<file path="src/logic/arr_consts.vh">
`ifndef ARR_CONSTS_VH
`define ARR_CONSTS_VH
// ---------------------------------------------------------------
// register byte addresses
// ---------------------------------------------------------------
`define ARR_OFS_RES0L   8'h60
`define ARR_OFS_RES0H   8'h61
`define ARR_OFS_RES1L   8'h62
`define ARR_OFS_RES1H   8'h63
`define ARR_OFS_RES2L   8'h64
`define ARR_OFS_RES2H   8'h65
`define ARR_OFS_RES3L   8'h66
`define ARR_OFS_RES3H   8'h67
`define ARR_OFS_MODE    8'h68
`define ARR_OFS_STAT    8'h6C
`define ARR_OFS_IMASK   8'h70
`define ARR_OFS_PORT    8'h74
// ---------------------------------------------------------------
// mode register fields
// ---------------------------------------------------------------
`define ARR_MODE_START  0
`define ARR_MODE_SCAN   1
`define ARR_MODE_REPEAT 2
`define ARR_MODE_SPEED  3
`define ARR_MODE_CH_LO  4
`define ARR_MODE_CH_HI  5
// ---------------------------------------------------------------
// status register fields
// ---------------------------------------------------------------
`define ARR_ST_EOC      0
`define ARR_ST_DONE     1
`define ARR_ST_BUSY     2
// ---------------------------------------------------------------
// widths and fixed values
// ---------------------------------------------------------------
`define ARR_RES_W       10
`define ARR_LOW_FILL    6'h3F
`define ARR_SAR_CYCLES  4'hA
`endif

</file>
<file path="src/logic/arr_result_regs.v">
`timescale 1ns/1ps
module arr_result_regs (
   // clock and reset
   input  wire        pclk,
   input  wire        presetn,
   // apb slave
   input  wire        psel,
   input  wire        penable,
   input  wire        pwrite,
   input  wire [7:0]  paddr,
   input  wire [31:0] pwdata,
   output reg  [31:0] prdata,
   output reg         pready,
   output reg         pslverr,
   // analog front end
   input  wire        cmp_hi,
   input  wire [3:0]  analog_pin_level,
   output reg  [9:0]  dac_code,
   output reg  [1:0]  mux_channel,
   output reg         comparator_enable,
   // interrupt
   output reg         conversion_done_interrupt
);
`include "arr_consts.vh"

   // state codes
   localparam ST_IDLE = 1'b0;
   localparam ST_CONV = 1'b1;

   // ------------------------------------------------------------
   // storage
   // ------------------------------------------------------------
   reg  [9:0]  result_reg [0:3];     // per-channel results
   reg  [5:0]  mode_reg;             // converter_mode_control
   reg  [1:0]  imask_reg;            // interrupt mask, status layout
   reg         eoc_reg;              // end_of_conversion_flag
   reg         done_req_reg;         // conversion_done_request_flag
   reg         busy_reg;             // conversion_busy_flag
   reg         state_reg;            // sequencer state
   reg  [1:0]  chan_reg;             // channel under conversion
   reg  [3:0]  port_reg;             // shared_input_port sample
   reg         sar_start_reg;        // kicks the engine
   wire [9:0]  trial;
   wire        sar_done;
   integer     i;

   // apb access decode
   wire acc    = psel & penable;
   wire wr_acc = acc & pwrite;
   wire rd_acc = acc & ~pwrite;
   wire start_wr = wr_acc && paddr == `ARR_OFS_MODE && pwdata[`ARR_MODE_START];
   // any channel high-byte read
   wire hi_rd = rd_acc && (paddr == `ARR_OFS_RES0H || paddr == `ARR_OFS_RES1H ||
                           paddr == `ARR_OFS_RES2H || paddr == `ARR_OFS_RES3H);
   wire [1:0] chan_field = mode_reg[`ARR_MODE_CH_HI:`ARR_MODE_CH_LO];
   wire scan_mode  = mode_reg[`ARR_MODE_SCAN];
   wire rep_mode   = mode_reg[`ARR_MODE_REPEAT];
   wire last_chan  = !scan_mode || chan_reg == chan_field;
   wire finish_one = state_reg == ST_CONV && sar_done;
   // completion that ends a single-mode sequence
   wire seq_end    = finish_one && last_chan && !rep_mode;
   wire [1:0] status = {done_req_reg, eoc_reg};

   // ------------------------------------------------------------
   // conversion engine
   // ------------------------------------------------------------
   // shared engine
   arr_sar_step u_sar (
      .pclk      (pclk),
      .presetn   (presetn),
      .start     (sar_start_reg),
      .cmp_hi    (cmp_hi),
      .trial_reg (trial),
      .done_reg  (sar_done)
   );

   // ------------------------------------------------------------
   // sequencer and flags
   // ------------------------------------------------------------
   always @(posedge pclk or negedge presetn) begin
      if (!presetn) begin
         mode_reg      <= 6'h00;
         imask_reg     <= 2'h0;
         eoc_reg       <= 1'b0;
         done_req_reg  <= 1'b0;
         busy_reg      <= 1'b0;
         state_reg     <= ST_IDLE;
         chan_reg      <= 2'h0;
         sar_start_reg <= 1'b0;
         for (i = 0; i < 4; i = i + 1) begin
            result_reg[i] <= 10'h000;
         end
      end else begin
         sar_start_reg <= 1'b0;
         // mode and mask writes; start bit is self-clearing
         if (wr_acc && paddr == `ARR_OFS_MODE) begin
            mode_reg <= {pwdata[`ARR_MODE_CH_HI:`ARR_MODE_REPEAT], 1'b0, 1'b0} |
                        {5'h00, 1'b0} | {4'h0, pwdata[`ARR_MODE_SCAN], 1'b0};
         end
         if (wr_acc && paddr == `ARR_OFS_IMASK) begin
            imask_reg <= pwdata[1:0];
         end
         if (hi_rd) begin
            eoc_reg      <= 1'b0;
            done_req_reg <= 1'b0;
         end
         // write-one-to-clear of status
         if (wr_acc && paddr == `ARR_OFS_STAT) begin
            if (pwdata[`ARR_ST_EOC]) eoc_reg <= 1'b0;
            if (pwdata[`ARR_ST_DONE]) done_req_reg <= 1'b0;
         end
         case (state_reg)
            ST_IDLE: begin
               if (start_wr) begin
                  busy_reg      <= 1'b1;
                  state_reg     <= ST_CONV;
                  chan_reg      <= pwdata[`ARR_MODE_SCAN] ? 2'h0 : pwdata[`ARR_MODE_CH_HI:`ARR_MODE_CH_LO];
                  sar_start_reg <= 1'b1;
               end
            end
            ST_CONV: begin
               if (start_wr) begin
                  chan_reg      <= pwdata[`ARR_MODE_SCAN] ? 2'h0 : pwdata[`ARR_MODE_CH_HI:`ARR_MODE_CH_LO];
                  sar_start_reg <= 1'b1;
               end else if (sar_done && !sar_start_reg) begin
                  // a completion right after a restart belongs to the aborted run
                  // whole result at once
                  result_reg[chan_reg] <= trial;
                  if (!last_chan) begin
                     chan_reg      <= chan_reg + 2'h1;
                     sar_start_reg <= 1'b1;
                  end else if (rep_mode) begin
                     // repeat restarts the sequence
                     chan_reg      <= scan_mode ? 2'h0 : chan_field;
                     sar_start_reg <= 1'b1;
                  end else begin
                     busy_reg     <= 1'b0;
                     eoc_reg      <= 1'b1;
                     done_req_reg <= 1'b1;
                     state_reg    <= ST_IDLE;
                  end
               end
            end
            default: state_reg <= ST_IDLE;
         endcase
      end
   end

   // ------------------------------------------------------------
   // read data and outputs
   // ------------------------------------------------------------
   always @(posedge pclk or negedge presetn) begin
      if (!presetn) begin
         prdata                    <= 32'h00000000;
         pready                    <= 1'b0;
         pslverr                   <= 1'b0;
         dac_code                  <= 10'h000;
         mux_channel               <= 2'h0;
         comparator_enable         <= 1'b0;
         conversion_done_interrupt <= 1'b0;
         port_reg                  <= 4'h0;
      end else begin
         port_reg          <= analog_pin_level;
         dac_code          <= trial;
         mux_channel       <= chan_reg;
         comparator_enable <= busy_reg & mode_reg[`ARR_MODE_SPEED];
         // unmasked sticky status drives the level
         conversion_done_interrupt <= |(status & imask_reg);
         // ready registered from setup so access completes with no wait state
         pready  <= psel & ~penable;
         pslverr <= 1'b0;
         prdata  <= 32'h00000000;
         if (psel && !penable && !pwrite) begin
            if (paddr == `ARR_OFS_RES0L) begin
               prdata <= {24'h000000, result_reg[0][1:0], `ARR_LOW_FILL};
            end else if (paddr == `ARR_OFS_RES0H) begin
               prdata <= {24'h000000, result_reg[0][9:2]};
            end else if (paddr == `ARR_OFS_RES1L) begin
               prdata <= {24'h000000, result_reg[1][1:0], `ARR_LOW_FILL};
            end else if (paddr == `ARR_OFS_RES1H) begin
               prdata <= {24'h000000, result_reg[1][9:2]};
            end else if (paddr == `ARR_OFS_RES2L) begin
               prdata <= {24'h000000, result_reg[2][1:0], `ARR_LOW_FILL};
            end else if (paddr == `ARR_OFS_RES2H) begin
               prdata <= {24'h000000, result_reg[2][9:2]};
            end else if (paddr == `ARR_OFS_RES3L) begin
               prdata <= {24'h000000, result_reg[3][1:0], `ARR_LOW_FILL};
            end else if (paddr == `ARR_OFS_RES3H) begin
               prdata <= {24'h000000, result_reg[3][9:2]};
            end else if (paddr == `ARR_OFS_MODE) begin
               prdata <= {26'h0000000, mode_reg};
            end else if (paddr == `ARR_OFS_STAT) begin
               prdata <= {29'h00000000, busy_reg, done_req_reg, eoc_reg};
            end else if (paddr == `ARR_OFS_IMASK) begin
               prdata <= {30'h00000000, imask_reg};
            end else if (paddr == `ARR_OFS_PORT) begin
               prdata <= {28'h0000000, port_reg};
            end else begin
               // unmapped address
               pslverr <= 1'b1;
            end
         end else if (psel && !penable) begin
            if (paddr != `ARR_OFS_MODE && paddr != `ARR_OFS_STAT && paddr != `ARR_OFS_IMASK) begin
               pslverr <= 1'b1;
            end
         end
      end
   end
endmodule // arr_result_regs

</file>
<file path="src/logic/arr_sar_step.v">
`timescale 1ns/1ps
// one successive-approximation engine: ten compare steps, msb first
module arr_sar_step (
   // clock and reset
   input  wire       pclk,
   input  wire       presetn,
   // control
   input  wire       start,
   input  wire       cmp_hi,
   // results
   output reg  [9:0] trial_reg,
   output reg        done_reg
);
`include "arr_consts.vh"

   reg [9:0] bit_reg;   // bit under trial
   reg [3:0] cnt_reg;   // steps remaining
   reg       hold_reg;  // settling cycle before each decision

   // ------------------------------------------------------------
   // approximation sequence
   // ------------------------------------------------------------
   always @(posedge pclk or negedge presetn) begin
      if (!presetn) begin
         trial_reg <= 10'h000;
         bit_reg   <= 10'h000;
         cnt_reg   <= 4'h0;
         hold_reg  <= 1'b0;
         done_reg  <= 1'b0;
      end else begin
         done_reg <= 1'b0;
         if (start) begin
            // restart discards any step in flight
            trial_reg <= 10'h200;
            bit_reg   <= 10'h200;
            cnt_reg   <= `ARR_SAR_CYCLES;
            hold_reg  <= 1'b1;
         end else if (hold_reg) begin
            // the trial code reaches the comparator through a register, so
            // the answer is only valid one cycle after each trial change
            hold_reg <= 1'b0;
         end else if (cnt_reg != 4'h0) begin
            // keep bit when input is above trial, then try next bit
            trial_reg <= (cmp_hi ? trial_reg : (trial_reg & ~bit_reg)) | (bit_reg >> 1);
            bit_reg   <= bit_reg >> 1;
            cnt_reg   <= cnt_reg - 4'h1;
            hold_reg  <= 1'b1;
            if (cnt_reg == 4'h1) begin
               done_reg <= 1'b1;
            end
         end
      end
   end
endmodule // arr_sar_step

</file>
<file path="config.mk">
export PLATFORM = sky130hd
export DESIGN_NAME = arr_result_regs
export DESIGN_NICKNAME = d
export VERILOG_FILES = /design/src/logic/arr_result_regs.v /design/src/logic/arr_sar_step.v
export VERILOG_INCLUDE_DIRS = /design/src /design/src/logic
export SDC_FILE = /design/constraint.sdc
export NUM_CORES = 1
export LEC_CHECK = 0
export ABC_AREA = 1
export BUFFER_PORTS_ARGS = -buffer_cell sky130_fd_sc_hd__buf_4
export CAP_MARGIN = 30
export CORE_ASPECT_RATIO = 1.4
export CORE_MARGIN = 2
export CORE_UTILIZATION = 55
export DETAILED_ROUTE_END_ITERATION = 8
export PLACE_DENSITY = 0.79
export SLEW_MARGIN = 20
export SYNTH_ARGS = -nofsm -noshare
export SYNTH_HDL_FRONTEND = slang
export SYNTH_HIERARCHICAL = 1
export SYNTH_SLANG_ARGS = --single-unit
</file>
<file path="constraint.sdc">
create_clock -name pclk -period 1.6 [get_ports pclk]
set_input_delay 0.08 -clock pclk [delete_from_list [all_inputs] [get_ports pclk]]
set_output_delay 0.08 -clock pclk [all_outputs]
set_load 0.05 [all_outputs]
</file>
# == After elaboration in Yosys (flattened, before gate mapping) ==
# Index checks and enable logic that the tools add are counted.
# totals
register_bits,133
in_bits,50
output_inout_bits,48
wordCells,182
# classes
add_sub_neg,2
magnitude_cmp,2
n_eq_ne,25
n_mux,87
bitwise,15
n_reduce_logical,26
# ops
operator,n
$eq 8x7->1 const B,12
$mux 10,8
$mux 8,9
$mux 1,50
$bwmux 40,1
$mux 4,6
$ne 8x7->1 const B,3
$demux 10 s2,1
$mux 2,7
$logic_and 1x1->1,11
$and 10x10->10,1
$not 10->10,1
$or 10x9->10,1
$ne 2x2->1 const B,4
$mux 6,1
$or 6x2->6,1
$pmux 1 s2,3
$reduce_and 3->1,2
$and 1x1->1,5
$reduce_and 5->1,1
$eq 4x1->1 const B,1
$logic_not 1->1,4
$logic_or 1x1->1,4
$ne 2x1->1 const B,2
15 further kinds,18

# == Depth between registers and ports, before layout ==
# depth
depth_word,14
ltp_mapped,11
depth_no_buf,11

# == Modules after synthesis ==
# The synthesis kept the hierarchy.
# modules_own_cells
mod,n_inst,cells_each,area_per_inst_um2,seq_area_each_um2
arr_result_regs,1,473,3946.3,2052.0
arr_sar_step,1,133,1179.9,650.6

# == Worst setup path after synthesis ==
# No wires, ideal clock.
# synth_path
path_type,flip-flop to flip-flop
from,register chan_reg[1]
to,register chan_reg[1]
setup_time_ns,0.118
arrival_ns,1.147
t_required_ns,1.482
slack_ns,0.336
path_stages_with_launch,7
n_path_buf,0
synth_period_minus_slack_ns,1.264
path_cell_list,dfrtp_1 xnor2_1 a21oi_1 o21ai_0 nand2_1 nand3_1 nand2_1
# synth_via
elab_chain_cells,6
elab_cells_between_ends,9
classes_between,add/sub (1); eq/ne (2); mux (4); reduce/logical (2)
# synth_rtl
element,line_no,rtl
from (decl),arr_result_regs.v:40,reg [1:0] chan_reg;
from (signal assigned),arr_result_regs.v:117,chan_reg <= pwdata[`ARR_MODE_SCAN] ? 2'h0 : pwdata[`ARR_MODE_CH_HI:`ARR_MODE_CH_LO];
from (signal assigned),arr_result_regs.v:123,chan_reg <= pwdata[`ARR_MODE_SCAN] ? 2'h0 : pwdata[`ARR_MODE_CH_HI:`ARR_MODE_CH_LO];
from (signal assigned),arr_result_regs.v:130,chan_reg <= chan_reg + 2'h1;
"parallel branches: the longest is 6 deep, another holds $add 2x1->2",--,
# Several ways; the timed one is not identified. The select of a mux whose other input is x is not followed.
# A chain may end at the register's enable or synchronous reset.

# == Worst setup path after layout ==
# layout_path
from,register chan_reg[1]
to,register busy_reg
# layout_via
elab_chain_cells,4
# layout_rtl
element,line_no,rtl
$eq 2x2->1,arr_result_regs.v:58,wire last_chan = !scan_mode || chan_reg == chan_field;
$logic_or 1x1->1,arr_result_regs.v:58,
$ne 2x1->1 (no source line),--,
$reduce_and 5->1 (no source line),--,
to (signal assigned),arr_result_regs.v:86,busy_reg <= 1'b0;
to (signal assigned),arr_result_regs.v:115,busy_reg <= 1'b1;
to (signal assigned),arr_result_regs.v:137,busy_reg <= 1'b0;
to (decl),arr_result_regs.v:38,reg busy_reg;
# Every way passes these cells.

==> results.toml <==
[status]
status = "complete, no violations"

[clock_tree]
cts-root-buf = "clkbuf_16"
numCtsBuffers = 9
cts_tree = "yes"
clockBufferDepth = 2
clk_pin_slew_ns = 0.08
cts_sinks = 108
insertion_delay_ns = 0.36
cts.htree.levels = 3

[place]
port_buffers = 47
post_dp_cell_area_um2 = 5530
hpwl_um = 8146
finalWeightedCongestion = 0.9884

[die]
core_um2 = 9029
start_util_pct = 56.78
dieArea_um2 = 10120
die_w_um = 85.59
die_y_um = 118.2
rows = 41
io_pins = 98

[global_routing]
antenna_found_initial = 0
grt_pass1_vias = 4085
met3_usage_pct = 3.771
grt_max_degree = 33
grt_overflow = 0
grt_pass1_wl_um = 19500
groute.usage.overall_pct = 24.15
grt_use_met1_pct = 30.07
grt_busiest_layer = "met2"
use_met2_pct = 41.02

[synthesis]
async_flop_share_pct = 100.0
syn_inst = 606
syn_area_per_cell_um2 = 8.459
synth_edf_count = 0
synthTopCellsByArea = "dfrtp_1 (53%), nand2_1 (15%), inv_1 (4.5%)"
synth_ff_type = "dfrtp_1"
synth_top_area_share_pct = 52.72
ys_seq_area_share_pct = 52.72
ys_ff_latch = 108
yosys.area.top_type = "dfrtp_1"
netlist_area_um2 = 5126
yosysWarningCount = 6
ys_types = 35

[pwr]
ir_drop_v = 0.001244
pwr-share-clk_pct = 23.8
powerDensity_nw_per_um2 = 1571
p_switching_w = 0.003683
sequentialPowerShare_pct = 44.0
p_int_w = 0.005676
comb_power_share_pct = 32.2
power_leakage_nw = 3.189
p_sw_share_pct = 39.35

[critical_path]
crit_required_ns = 1.85
slowest_delay_ns = 0.46
critPathMaxFanout = 6
crit_family = "flip-flops"
reg2regPathDepth = 6
crit_type = "reg -> reg"
crit_path_top_delay_cell = "dfrtp_1"
worst-path-stages = 6
critPathArrivalTime_ns = 1.74
worst-path-buf-inv = 0
cp-start-kind = "flop"
critPathCaptureType = "flop"
path_cells = "xnor2_1 -> a21oi_1 -> nor2_1 -> nand3_1 -> nand2_1 -> o21ai_0"

[timing]
fin_crit_sh_pct = 92.57
finalCriticalPeriod_ns = 1.481
fmax_mhz = 675.2
holdWs_ns = 0.008725
rsz0062_at_grt = "false"
final_hold_viol_count = 0
skew_ns = 0.01246
final_max_slew_viol_count = 0
setup_viol = 0

[run]
cap_violations = 0

[cells_and_area]
fill_cells = 741
largest_reg_flops = 40
syn_to_final_growth_pct = 16.21
layout-drive-gt1-share_pct = 14.43
fin_area_um2 = 5957
fin_nets = 731
mostFrequentLayoutCell = "nand2_1"
most-common-layout-cells = "nand2_1 (200), dfrtp_1 (108), inv_1 (61)"
diodes = 0
final_util_pct = 65.98

[routing]
drc = 0
initialDrtViolationCount = 342
num_vias = 4227
viasPerCell = 5.378
ant_nets = 0
drt_wl_total_um = 11570
routedWlPerCell_um = 14.72
firstDrtPassIters = 5

[min_path]
hold_path.class = "in -> reg"
holdPathStages = 2
==> metrics by stage <==
step           instances  total power (W)  setup WS, ns    TNS, ns
2_1_floorplan        629         0.006309        0.3357          0
3_3_place_gp         759         0.006943       0.09941          0
3_5_place_dp         759         0.007081       0.02622          0
4_1_cts              786         0.009337     -0.001064  -0.001064
5_1_grt              786         0.009910      0.008360          0
6_report             786         0.009358        0.1189          0
==> power by group through the flow <==
stage                     combinational [W]  sequential (W)  clock, W
after global placement              0.00283         0.00411         0
after detailed placement            0.00295         0.00413         0
after global routing                0.00335         0.00421   0.00235
final                               0.00302         0.00412   0.00222
after floorplan                     0.00183         0.00448         0
after CTS                           0.00299         0.00410   0.00224
==> cells by family (layout without fill, tap and decap cells) <==
| logic type | after synthesis | after routing | share of synthesized area [%] |
|---|---|---|---|
| simple gates | 299 | 299 | 25.21 |
| flops | 108 | 108 | 52.72 |
| buf+inv | 104 | 154 | 10.59 |
| compound gates | 83 | 83 | 8.958 |
| fa+ha+maj | 7 | 7 | 1.708 |
| xor+xnor | 3 | 3 | 0.5127 |
| other cells | 1 | 24 | 0.07315 |
| mux | 1 | 1 | 0.2197 |
==> repair_timing <==
item,4_1_cts,5_1_grt
setup buffers,0,0
setup endpoints to repair,1,31
hold buffers,11,0
hold endpoints to repair,118,0
gates cloned,0,0
gates resized for setup,0,5
==> path summary, 6_finish.rpt <==
kind                                     from        endpoint  slack (ns)
setup / recovery                  chan_reg[1]        busy_reg        0.12
hold / removal                      pwdata[0]    imask_reg[0]       0.009
setup reg to reg                  chan_reg[1]        busy_reg        0.12
hold reg to reg            u_sar/trial_reg[8]     dac_code[8]        0.42
max in group asynchronous             presetn  u_sar/done_reg        0.90
min in group asynchronous             presetn    imask_reg[1]        0.15
==> synth_stat cells, types with 3 or more instances <==
cell      instances
nand2_1         200
dfrtp_1         108
inv_1            62
o21ai_1          41
nand3_1          35
nor2_1           33
buf_4            28
a21oi_1          14
o21ai_0          14
nand4_1          11
o21bai_1          9
ha_1              7
buf_6             6
inv_2             4
nand3_2           4
nand2_4           3
nor2_2            3
nor3_1            3
==> final cells by class <==
type	count	area, um^2	area share, %
flip-flops and latches	108	2703	45.37
well taps	107	133.9	2.247
inverters	67	251.5	4.222
multi-input cells	417	1989	33.40
clock buffers	11	252.7	4.243
clock inverters	5	41.29	0.6931
repair buffers	71	585.6	9.830
==> layer usage <==
layer | vias up | routed length [um] | share of wire [%]
met3 | 30 | 538 | 4.6
met2 | 141 | 5983 | 52
met5 | - | 0 | 0
li1 | 2007 | - | -
met4 | 0 | 315 | 2.7
met1 | 2049 | 4735 | 41
Power figures use the tool's default switching activity.
